`config.mk`:
```
export PLATFORM = sky130hd
export DESIGN_NAME = xps_dev_flat
export DESIGN_NICKNAME = d
export VERILOG_FILES = /design/src/hw/xps_pkg.sv /design/src/hw/xps_sfr_if.sv /design/src/hw/xps_dev.sv /design/src/flat_wrapper.sv
export SDC_FILE = /design/constraint.sdc
export NUM_CORES = 1
export LEC_CHECK = 0
export BUFFER_PORTS_ARGS = -buffer_cell sky130_fd_sc_hd__buf_2
export CORE_UTILIZATION = 62
export CTS_CLUSTER_SIZE = 14
export DETAILED_ROUTE_END_ITERATION = 10
export PLACE_DENSITY = 0.85
export SLEW_MARGIN = 20
export SYNTH_ARGS = -nofsm -noshare
export SYNTH_HDL_FRONTEND = slang
export SYNTH_SLANG_ARGS = --single-unit
```
`constraint.sdc`:
```
create_clock -name pclk -period 4.4 [get_ports pclk]
set_input_delay 0.22 -clock pclk [delete_from_list [all_inputs] [get_ports pclk]]
set_output_delay 0.22 -clock pclk [all_outputs]
set_load 0.01 [all_outputs]
```
`src/hw/xps_pkg.sv`:
```
// constants shared by both ends of the peripheral setup register link
// assumes: 16-bit sfr words, 24-bit internal peripheral bus addresses
package xps_pkg;
  localparam int SFR_W      = 16;
  localparam int ACC_ADDR_W = 24;
  localparam int NUM_PERIPH = 3;
  localparam int CLK_BITS   = 15;
  localparam int WAIT_W     = 4;
  localparam int WIN_W      = 12;
  localparam int SIZE_W     = 4;

  // register offsets on the sfr link
  localparam logic [15:0] OFS_USB_WIN  = 16'hf016;
  localparam logic [15:0] OFS_EVT_WIN  = 16'hf018;
  localparam logic [15:0] OFS_PER_EN   = 16'hf024;
  localparam logic [15:0] OFS_CFG0     = 16'hf114;
  localparam logic [15:0] OFS_USB_CFG  = 16'hf116;
  localparam logic [15:0] OFS_EVT_CFG  = 16'hf118;
  localparam logic [15:0] OFS_CLK_GATE = 16'hf1d4;
  localparam logic [15:0] OFS_SYS_CFG  = 16'hff12;

  // reset values
  localparam logic [15:0] RST_ZERO = 16'h0000;

  // periph_enable fields
  localparam int PEN_USB = 6;
  localparam int PEN_EVT = 7;
  // system_config fields
  localparam int SYS_MIRROR = 1;
  localparam int SYS_PER_EN = 2;
  // clock_gating fields
  localparam int CG_ALL_OFF = 15;
  localparam int CG_XCVR_HI = 12;
  localparam int CG_XCVR_LO = 11;
  localparam int CG_EVT     = 8;
  localparam int CG_USB     = 7;
  localparam int CG_TMR     = 3;
  localparam int CG_SSP     = 2;
  localparam int CG_ASP     = 1;
  localparam int CG_RTC     = 0;
  localparam logic [1:0] XCVR_NORMAL  = 2'h0;
  localparam logic [1:0] XCVR_SUSPEND = 2'h1;
  localparam logic [1:0] XCVR_RSVD    = 2'h2;
  localparam logic [1:0] XCVR_OFF     = 2'h3;

  // bus-configuration fields
  localparam int BCFG_EN   = 10;
  localparam int BCFG_WIDE = 7;
  localparam int BCFG_MUX  = 6;
  localparam int BCFG_WS_LO = 0;
  // address-window fields: base in 15:4, ignored low base bits in 3:0
  localparam int WIN_BASE_LO = 4;
  localparam int WIN_SIZE_LO = 0;

  // slot order on the internal peripheral bus
  localparam int SLOT_UNUSED = 0;
  localparam int SLOT_USB    = 1;
  localparam int SLOT_EVT    = 2;

  // recommended init values
  localparam logic [15:0] INIT_CFG0    = 16'h0000;
  localparam logic [15:0] INIT_USB_WIN = 16'h0ee0;
  localparam logic [15:0] INIT_EVT_WIN = 16'h0ed0;
  localparam logic [15:0] INIT_CFG_0WS = 16'h048f;
  localparam int          INIT_STEPS   = 5;

  // controller apb map
  localparam logic [11:0] APB_CMD    = 12'h000;
  localparam logic [11:0] APB_ADDR   = 12'h004;
  localparam logic [11:0] APB_WDATA  = 12'h008;
  localparam logic [11:0] APB_RDATA  = 12'h00c;
  localparam logic [11:0] APB_STATUS = 12'h010;
  localparam int CMD_GO    = 0;
  localparam int CMD_WRITE = 1;
  localparam int CMD_INIT  = 2;
  localparam int STS_BUSY  = 0;
  localparam int STS_DONE  = 1;

  typedef enum logic [2:0] {
    XPS_IDLE = 3'b001,
    XPS_REQ  = 3'b010,
    XPS_NEXT = 3'b100
  } xps_state_t;
endpackage : xps_pkg

```
`src/hw/xps_sfr_if.sv`:
```
// sfr link between the setup controller and the setup register bank
// assumes: both ends clocked by the same pclk
`timescale 1ns/1ns
interface xps_sfr_if;
  logic        req;
  logic        we;
  logic [15:0] addr;
  logic [15:0] wdata;
  logic [15:0] rdata;
  logic        ack;

  modport dev (input req, input we, input addr, input wdata, output rdata, output ack);
  modport ctl (output req, output we, output addr, output wdata, input rdata, input ack);
endinterface : xps_sfr_if

```
`src/hw/xps_dev.sv`:
```
// setup register bank for the internal peripheral bus, with window decode
// assumes: controller holds req until ack; access inputs come from pclk logic
//
// Behaviour
// peripheral bus copies external bus cycle options
// at most three peripheral slots
// each slot windowed by config plus window register; slot 0 uses the SLOT0_WIN parameter instead of a register
// slot pairs fixed by build, not relocatable
// byte or word, muxed or demuxed accesses
// periph_enable bit6 switches usb module
// periph_enable bit7 switches event controller
// system_config bit2 enables all peripherals
// system_config bit1 mirrors accesses on pins
// clock_gating bit15 stops every peripheral clock
// clock_gating low bits stop single clocks
// transceiver code in bits 12:11, 10 reserved
// transceiver code leaves usb module alone
// software keeps first bus config zero
// software sets usb config to 048x
// software sets event config to 048x
// usb window 0ee0 before usb config
// event window 0ed0 before event config
// external selects high during internal access
// registers load defaults on reset
`timescale 1ns/1ns
module xps_dev
  import xps_pkg::*;
#(
  parameter int          ADDR_W    = xps_pkg::ACC_ADDR_W,
  parameter logic [15:0] SLOT0_WIN = 16'h0000
) (
  // clock and reset
  input  wire logic                          pclk,
  input  wire logic                          presetn,
  // register link
  xps_sfr_if.dev                             sfr,
  // access from the bus controller
  input  wire logic                          acc_valid,
  input  wire logic                          acc_write,
  input  wire logic [ADDR_W-1:0]             acc_addr,
  // internal peripheral bus control
  output logic      [xps_pkg::NUM_PERIPH-1:0] int_cs,
  output logic                               ext_cs_high,
  output logic                               ext_mirror,
  output logic                               acc_wr_out,
  output logic                               acc_wide,
  output logic                               acc_demux,
  output logic      [xps_pkg::WAIT_W-1:0]    acc_wait,
  // peripheral control
  output logic                               usb_enable,
  output logic                               evt_enable,
  output logic      [xps_pkg::CLK_BITS-1:0]  clk_off,
  output logic      [1:0]                    xcvr_state
);
  import xps_pkg::*;

  logic [15:0] bcfg [NUM_PERIPH];
  logic [15:0] usb_win;
  logic [15:0] evt_win;
  logic [15:0] per_en;
  logic [15:0] gate;
  logic [15:0] sys_cfg;
  logic        take;
  logic [NUM_PERIPH-1:0] hit;
  logic [NUM_PERIPH-1:0] next_cs;
  logic [15:0] sel_cfg;

  assign take = sfr.req && !sfr.ack;

  // window match: base bits above the size code must agree
  function automatic logic win_hit(input logic [ADDR_W-1:0] a, input logic [15:0] w);
    logic [WIN_W-1:0] mask;
    mask = {WIN_W{1'b1}} << w[WIN_SIZE_LO +: SIZE_W];
    win_hit = ((a[ADDR_W-1 -: WIN_W] ^ w[WIN_BASE_LO +: WIN_W]) & mask) == '0;
  endfunction : win_hit

  // reserved transceiver code keeps the old field
  function automatic logic [15:0] gate_wr(input logic [15:0] old, input logic [15:0] nw);
    gate_wr = nw;
    if (nw[CG_XCVR_HI:CG_XCVR_LO] == XCVR_RSVD) begin
      gate_wr[CG_XCVR_HI:CG_XCVR_LO] = old[CG_XCVR_HI:CG_XCVR_LO];
    end
  endfunction : gate_wr

  // slot hit: config enabled, slot switched on, address inside its window
  function automatic logic slot_hit(input logic [15:0] cfg, input logic on,
                                    input logic [ADDR_W-1:0] a, input logic [15:0] w);
    slot_hit = cfg[BCFG_EN] && on && win_hit(a, w);
  endfunction : slot_hit

  // a clock stops on its own bit or on the global stop
  function automatic logic clk_stop(input logic [15:0] g, input int idx);
    clk_stop = g[CG_ALL_OFF] || g[idx];
  endfunction : clk_stop

  // register writes, taken once per request
  always_ff @(posedge pclk or negedge presetn) begin
    if (!presetn) begin
      for (int i = 0; i < NUM_PERIPH; i++) begin
        bcfg[i] <= RST_ZERO;
      end
      usb_win <= RST_ZERO;
      evt_win <= RST_ZERO;
      per_en  <= RST_ZERO;
      gate    <= RST_ZERO;
      sys_cfg <= RST_ZERO;
    end else if (take && sfr.we) begin
      case (sfr.addr)
        OFS_USB_WIN:  usb_win <= sfr.wdata;
        OFS_EVT_WIN:  evt_win <= sfr.wdata;
        OFS_PER_EN:   per_en <= sfr.wdata;
        OFS_CFG0:     bcfg[SLOT_UNUSED] <= sfr.wdata;
        OFS_USB_CFG:  bcfg[SLOT_USB] <= sfr.wdata;
        OFS_EVT_CFG:  bcfg[SLOT_EVT] <= sfr.wdata;
        OFS_CLK_GATE: gate <= gate_wr(gate, sfr.wdata);
        OFS_SYS_CFG:  sys_cfg <= sfr.wdata;
        default: ;
      endcase
    end
  end

  // answer: ack one cycle after the request, read data with it
  always_ff @(posedge pclk or negedge presetn) begin
    if (!presetn) begin
      sfr.ack   <= 1'b0;
      sfr.rdata <= RST_ZERO;
    end else begin
      sfr.ack <= take;
      if (take && !sfr.we) begin
        case (sfr.addr)
          OFS_USB_WIN:  sfr.rdata <= usb_win;
          OFS_EVT_WIN:  sfr.rdata <= evt_win;
          OFS_PER_EN:   sfr.rdata <= per_en;
          OFS_CFG0:     sfr.rdata <= bcfg[SLOT_UNUSED];
          OFS_USB_CFG:  sfr.rdata <= bcfg[SLOT_USB];
          OFS_EVT_CFG:  sfr.rdata <= bcfg[SLOT_EVT];
          OFS_CLK_GATE: sfr.rdata <= gate;
          OFS_SYS_CFG:  sfr.rdata <= sys_cfg;
          default:      sfr.rdata <= RST_ZERO;
        endcase
      end
    end
  end

  // slot decode, lowest slot wins on overlap
  always_comb begin
    hit     = '0;
    next_cs = '0;
    sel_cfg = RST_ZERO;
    // three fixed slots, each a config plus window pair
    hit[SLOT_UNUSED] = slot_hit(bcfg[SLOT_UNUSED], 1'b1, acc_addr, SLOT0_WIN);
    hit[SLOT_USB]    = slot_hit(bcfg[SLOT_USB], per_en[PEN_USB], acc_addr, usb_win);
    hit[SLOT_EVT]    = slot_hit(bcfg[SLOT_EVT], per_en[PEN_EVT], acc_addr, evt_win);
    if (acc_valid && sys_cfg[SYS_PER_EN]) begin
      for (int i = NUM_PERIPH - 1; i >= 0; i--) begin
        if (hit[i]) begin
          next_cs    = '0;
          next_cs[i] = 1'b1;
          sel_cfg    = bcfg[i];
        end
      end
    end
  end

  // registered bus cycle attributes, same options as external cycles
  always_ff @(posedge pclk or negedge presetn) begin
    if (!presetn) begin
      int_cs      <= '0;
      ext_cs_high <= 1'b0;
      ext_mirror  <= 1'b0;
      acc_wr_out  <= 1'b0;
      acc_wide    <= 1'b0;
      acc_demux   <= 1'b0;
      acc_wait    <= '0;
    end else begin
      int_cs      <= next_cs;
      ext_cs_high <= |next_cs;
      ext_mirror  <= (|next_cs) && sys_cfg[SYS_MIRROR];
      acc_wr_out  <= (|next_cs) && acc_write;
      acc_wide    <= sel_cfg[BCFG_WIDE];
      acc_demux   <= !sel_cfg[BCFG_MUX];
      acc_wait    <= ~sel_cfg[BCFG_WS_LO +: WAIT_W];
    end
  end

  // peripheral enables and clock stops
  always_ff @(posedge pclk or negedge presetn) begin
    if (!presetn) begin
      usb_enable <= 1'b0;
      evt_enable <= 1'b0;
      clk_off    <= '0;
      xcvr_state <= XCVR_NORMAL;
    end else begin
      usb_enable <= sys_cfg[SYS_PER_EN] && per_en[PEN_USB];
      evt_enable <= sys_cfg[SYS_PER_EN] && per_en[PEN_EVT];
      // unused clock bits stay low
      clk_off    <= '0;
      clk_off[CG_EVT] <= clk_stop(gate, CG_EVT);
      clk_off[CG_USB] <= clk_stop(gate, CG_USB);
      clk_off[CG_TMR] <= clk_stop(gate, CG_TMR);
      clk_off[CG_SSP] <= clk_stop(gate, CG_SSP);
      clk_off[CG_ASP] <= clk_stop(gate, CG_ASP);
      clk_off[CG_RTC] <= clk_stop(gate, CG_RTC);
      xcvr_state <= gate[CG_XCVR_HI:CG_XCVR_LO];
    end
  end
endmodule : xps_dev

```
`src/flat_wrapper.sv`:
```
// flat-port wrapper written by rule: the top's interface ports become plain ports
module xps_dev_flat import xps_pkg::*;
#(
  parameter int          ADDR_W    = xps_pkg::ACC_ADDR_W,
  parameter logic [15:0] SLOT0_WIN = 16'h0000
)
  (pclk, presetn, acc_valid, acc_write, acc_addr, int_cs, ext_cs_high, ext_mirror, acc_wr_out, acc_wide, acc_demux, acc_wait, usb_enable, evt_enable, clk_off, xcvr_state, sfr_req, sfr_we, sfr_addr, sfr_wdata, sfr_rdata, sfr_ack);
  xps_sfr_if sfr_i ();
  input  wire logic pclk;
  input  wire logic presetn;
  input  wire logic acc_valid;
  input  wire logic acc_write;
  input  wire logic [ADDR_W-1:0] acc_addr;
  output logic      [xps_pkg::NUM_PERIPH-1:0] int_cs;
  output logic ext_cs_high;
  output logic ext_mirror;
  output logic acc_wr_out;
  output logic acc_wide;
  output logic acc_demux;
  output logic      [xps_pkg::WAIT_W-1:0] acc_wait;
  output logic usb_enable;
  output logic evt_enable;
  output logic      [xps_pkg::CLK_BITS-1:0] clk_off;
  output logic      [1:0] xcvr_state;
  input wire logic [$bits(sfr_i.req)-1:0] sfr_req;
  input wire logic [$bits(sfr_i.we)-1:0] sfr_we;
  input wire logic [$bits(sfr_i.addr)-1:0] sfr_addr;
  input wire logic [$bits(sfr_i.wdata)-1:0] sfr_wdata;
  output wire logic [$bits(sfr_i.rdata)-1:0] sfr_rdata;
  output wire logic [$bits(sfr_i.ack)-1:0] sfr_ack;
  assign sfr_i.req = sfr_req;
  assign sfr_i.we = sfr_we;
  assign sfr_i.addr = sfr_addr;
  assign sfr_i.wdata = sfr_wdata;
  assign sfr_rdata = sfr_i.rdata;
  assign sfr_ack = sfr_i.ack;
  xps_dev #(.ADDR_W(ADDR_W), .SLOT0_WIN(SLOT0_WIN)) u_core (.pclk(pclk), .presetn(presetn), .sfr(sfr_i), .acc_valid(acc_valid), .acc_write(acc_write), .acc_addr(acc_addr), .int_cs(int_cs), .ext_cs_high(ext_cs_high), .ext_mirror(ext_mirror), .acc_wr_out(acc_wr_out), .acc_wide(acc_wide), .acc_demux(acc_demux), .acc_wait(acc_wait), .usb_enable(usb_enable), .evt_enable(evt_enable), .clk_off(clk_off), .xcvr_state(xcvr_state));
endmodule
```
==> metrics.md <==
| Metric | Value |
|---|---|
| Post-synthesis compound-gate area fraction | `14.4%` |
| Most frequent cells in the layout | `dfrtp_1, mux2_2, buf_2` |
| Rows | `40` |
| Diodes inserted | `0` |
| Pin count of the biggest net entering global routing | `72` |
| Number of synthesized flops with an enable pin | `0` |
| Multi-input logic area | `3280 sq um` |
| Via density | `approximately 6.4` |
| Post-CTS Resized | `0` |
| DP Wirelength | `12600 microns` |
| M3 GR Usage | `8.08%` |
| CP required | `4710 ps` |
| CP max FO | `18` |
| Count of buffers from port buffering | `88` |
| Power density over cell area | `359 nW/um^2` |
| First-pass GRT wire length | `between 30000 and 40000 microns` |
| I/O pin cnt | `110` |
| Worst Setup Start Kind | `input pin` |
| Gr busiest metal | `met2` |
| Commonest non-fill, non-tap cell in the layout | `dfrtp_1` |
| Vias | `5520` |
| Mean routed wirelength per cell | `approximately 22 microns` |
| Htree depth | `4` |
| Hold Vio Cnt, Final | `0` |
| Simple-gate portion of the synthesized area | `7.56%` |
| Crit path max-delay cell type | `and2_1` |
| Critical path, cell by cell | `buf_2, or3_1, or4_1, nor2_8, and2_1, mux2_2` |
| Worst-path clk slew | `60 ps` |
| Post-route ant nets | `0` |
| Routability cong. | `0.871` |
| Post-synthesis sequential area ratio | `54.2%` |
| DRT iter0 DRCs | `between 400 and 500` |
| Met2 Track Usage GR | `51.7%` |
| Layout Nets | `744` |
| Slowest stage delay, CP | `790 ps` |
| Tmin final | `2800 ps` |
| Synth Area in Adders | `0%` |
| Die Wd | `between 100 and 150 microns` |
| Area Overhead vs Synth | `14.1%` |
| Fmax | `~360 MHz` |
| FF+latch count, synth | `167` |
| Final period utilization | `63.5%` |
| DRT Pass-1 Iters | `5` |
| Total negative slack | `0 ps` |
| Vias in the first global route | `5745` |
| CTS tree | `yes` |
| Main combinational cell family by area after synthesis | `multiplexers` |
| Hold_ws | `approximately 42 ps` |
| Peak ir drop on the vdd network | `roughly 0.26 mV` |
| Dpl ws | `1170 ps` |
| Number of max-cap violations | `0` |
| Status | `finished, final reports clean` |
| Worst skew pair latency | `430 ps` |
| Syn_area_per_cell | `12.8 sq um` |
| Worst slew margin | `around 26%` |
| Synth area leaders | `dfrtp_1, mux2_2, a22oi_1` |
| DRC errors left | `0` |
| Post-Route WL | `19300 microns` |
| Unrepaired setup endpoints after global routing | `no` |
| Synth top area share | `54.2%` |
| Clock root buffer master | `clkbuf_16` |
| Final-report max-slew violation count | `0` |
| Static leakage | `4.33 nW` |
| CTS Buffer Depth | `2` |
| Ys Warns | `0` |
| Layout cells sized above 1 | `35.4%` |
| Final critical-path setup slack | `around 1600 ps` |
| Async set or reset register ratio after synthesis | `100%` |
| Clock sink total | `167` |
| Synth cell types | `57` |
| Worst min path class | `input pin to register` |
| Netlist Area Pre-Place | `7720 sq um` |
| Reg area | `between 4000 and 5000 sq um` |
| Setup Viol. Count Final | `0` |
| CTS buffer count | `17` |
| Area of the core | `12100 sq um` |
| Initial Util | `approximately 64%` |
| Xor/xnor share of the synthesized area | `roughly 2.7%` |
| Post-synthesis mux area share | `17.4%` |
| Total GRT Usage | `32.3%` |
| Die area | `approximately 13000 sq um` |
| Initial antenna violation count | `0` |
| GR Util met1 | `42.3%` |
| GRT Residual Overflow | `0` |
| Worst Skew | `~8.4 ps` |
| Leading area contributor after synthesis | `dfrtp_1` |
| Layout fillers | `822` |
| Cells after Synth | `between 600 and 700` |
| Die height | `114 microns` |
| Tightest Pin Transition | `1110 ps` |
| Main flop type after synthesis | `dfrtp_1` |
| Crit path kind | `input pin to register` |
| Arrival @ worst endpoint | `3110 ps` |
| Critical Path End Type | `register` |
## synthesized netlist by cell type, types with 3 or more instances
| cell type | n |
|---|---|
| a21oi_1 | 6 |
| a221o_1 | 5 |
| a221oi_1 | 3 |
| a22o_1 | 17 |
| a22oi_1 | 64 |
| and2_1 | 10 |
| and3_1 | 4 |
| buf_2 | 6 |
| buf_4 | 10 |
| buf_6 | 4 |
| clkbuf_1 | 24 |
| dfrtp_1 | 167 |
| inv_1 | 8 |
| mux2_1 | 16 |
| mux2_2 | 103 |
| nand2_1 | 24 |
| nand3_1 | 6 |
| nor2_1 | 7 |
| nor2b_1 | 5 |
| nor3_1 | 4 |
| nor4_1 | 3 |
| o2111ai_1 | 16 |
| o21ai_0 | 22 |
| or2_2 | 6 |
| or3_1 | 3 |
| xnor2_1 | 11 |
| xor2_1 | 13 |
## routing by layer
metal / vias to the layer above / wire [microns] / part of all wire (%)
li1: 2402 / - / -
met1: 2819 / 7990 / 41
met2: 256 / 9460 / 49
met3: 43 / 1360 / 7.0
met4: 0 / 456 / 2.4
met5: - / 0 / 0
## worst max-delay path: cells and delay by family
family                 cells  cell delay [ps]
AND/OR/NAND/NOR            4             2360
multiplexers               1              410
buffers and inverters      1              110
## power by group
part / total (W) / internal [W] / switching (W)
sequential: 0.00154 / 0.00154 / 0.000000422
combinational: 0.000118 / 0.0000322 / 0.0000854
clock: 0.00151 / 0.000930 / 0.000580
total: 0.00316 / 0.00250 / 0.000666
## through the flow
step,power (W),instance area (sq um),cells,util [%]
2_1_floorplan,0.00160,7750,613,-
3_3_place_gp,0.00168,8200,830,68.0
3_5_place_dp,0.00168,8200,830,68.0
4_1_cts,0.00317,8810,863,73.0
5_1_grt,0.00324,8810,863,73.0
6_report,0.00316,8810,863,73.0
## layout make-up
class                      instances  share of cell area (%)
sequential                       167                    47.4
multi-input combinational        392                    37.2
timing repair buffer              96                    5.78
clock buffer                      22                    5.38
tap                              168                    2.39
clock inverter                    10                    1.42
inverter                           8                   0.341
## logic make-up after synthesis
logic type                after synthesis
AOI/OAI and AO/OA                     146
xor gates and xnor gates               24
buffers and inverters                  54
DFF                                   167
muxes                                 119
other                                   1
and+or+nand+nor                        94
## registers in the layout (all words and copies together), names as in the netlist
name	cells
u_core.sfr.rdata	16
u_core.acc_wide	1
u_core.ext_cs_high	1
u_core.ext_mirror	1
u_core.xcvr_state	2
u_core.int_cs	3
u_core.usb_enable	1
u_core.sfr.ack	1
u_core.bcfg	48
u_core.sys_cfg	16
u_core.gate	16
u_core.per_en	16
u_core.evt_win	16
u_core.acc_wr_out	1
u_core.evt_enable	1
u_core.clk_off	6
u_core.acc_demux	1
u_core.usb_win	16
u_core.acc_wait	4
## what timing repair did
item | CTS | global route
hold endpoints to repair | 69 | 0
setup buffers | 0 | 0
hold buffers | 1 | 0
setup endpoints to repair | 0 | 0
## path summary, 6_finish.rpt
kind,from,endpoint,slack (ps),cells past startpoint
max,sfr_addr[9],u_core.per_en[4],1600,6
min,acc_write,u_core.acc_wr_out,40,2
max reg2reg,u_core.sfr.ack,u_core.bcfg[2],1840,4
min reg2reg,u_core.gate[11],u_core.xcvr_state[0],410,0
max in group asynchronous,presetn,u_core.per_en[4],2810,3
min in group asynchronous,presetn,u_core.clk_off[3],370,2
No activity file was read; power rests on OpenSTA's default activity.
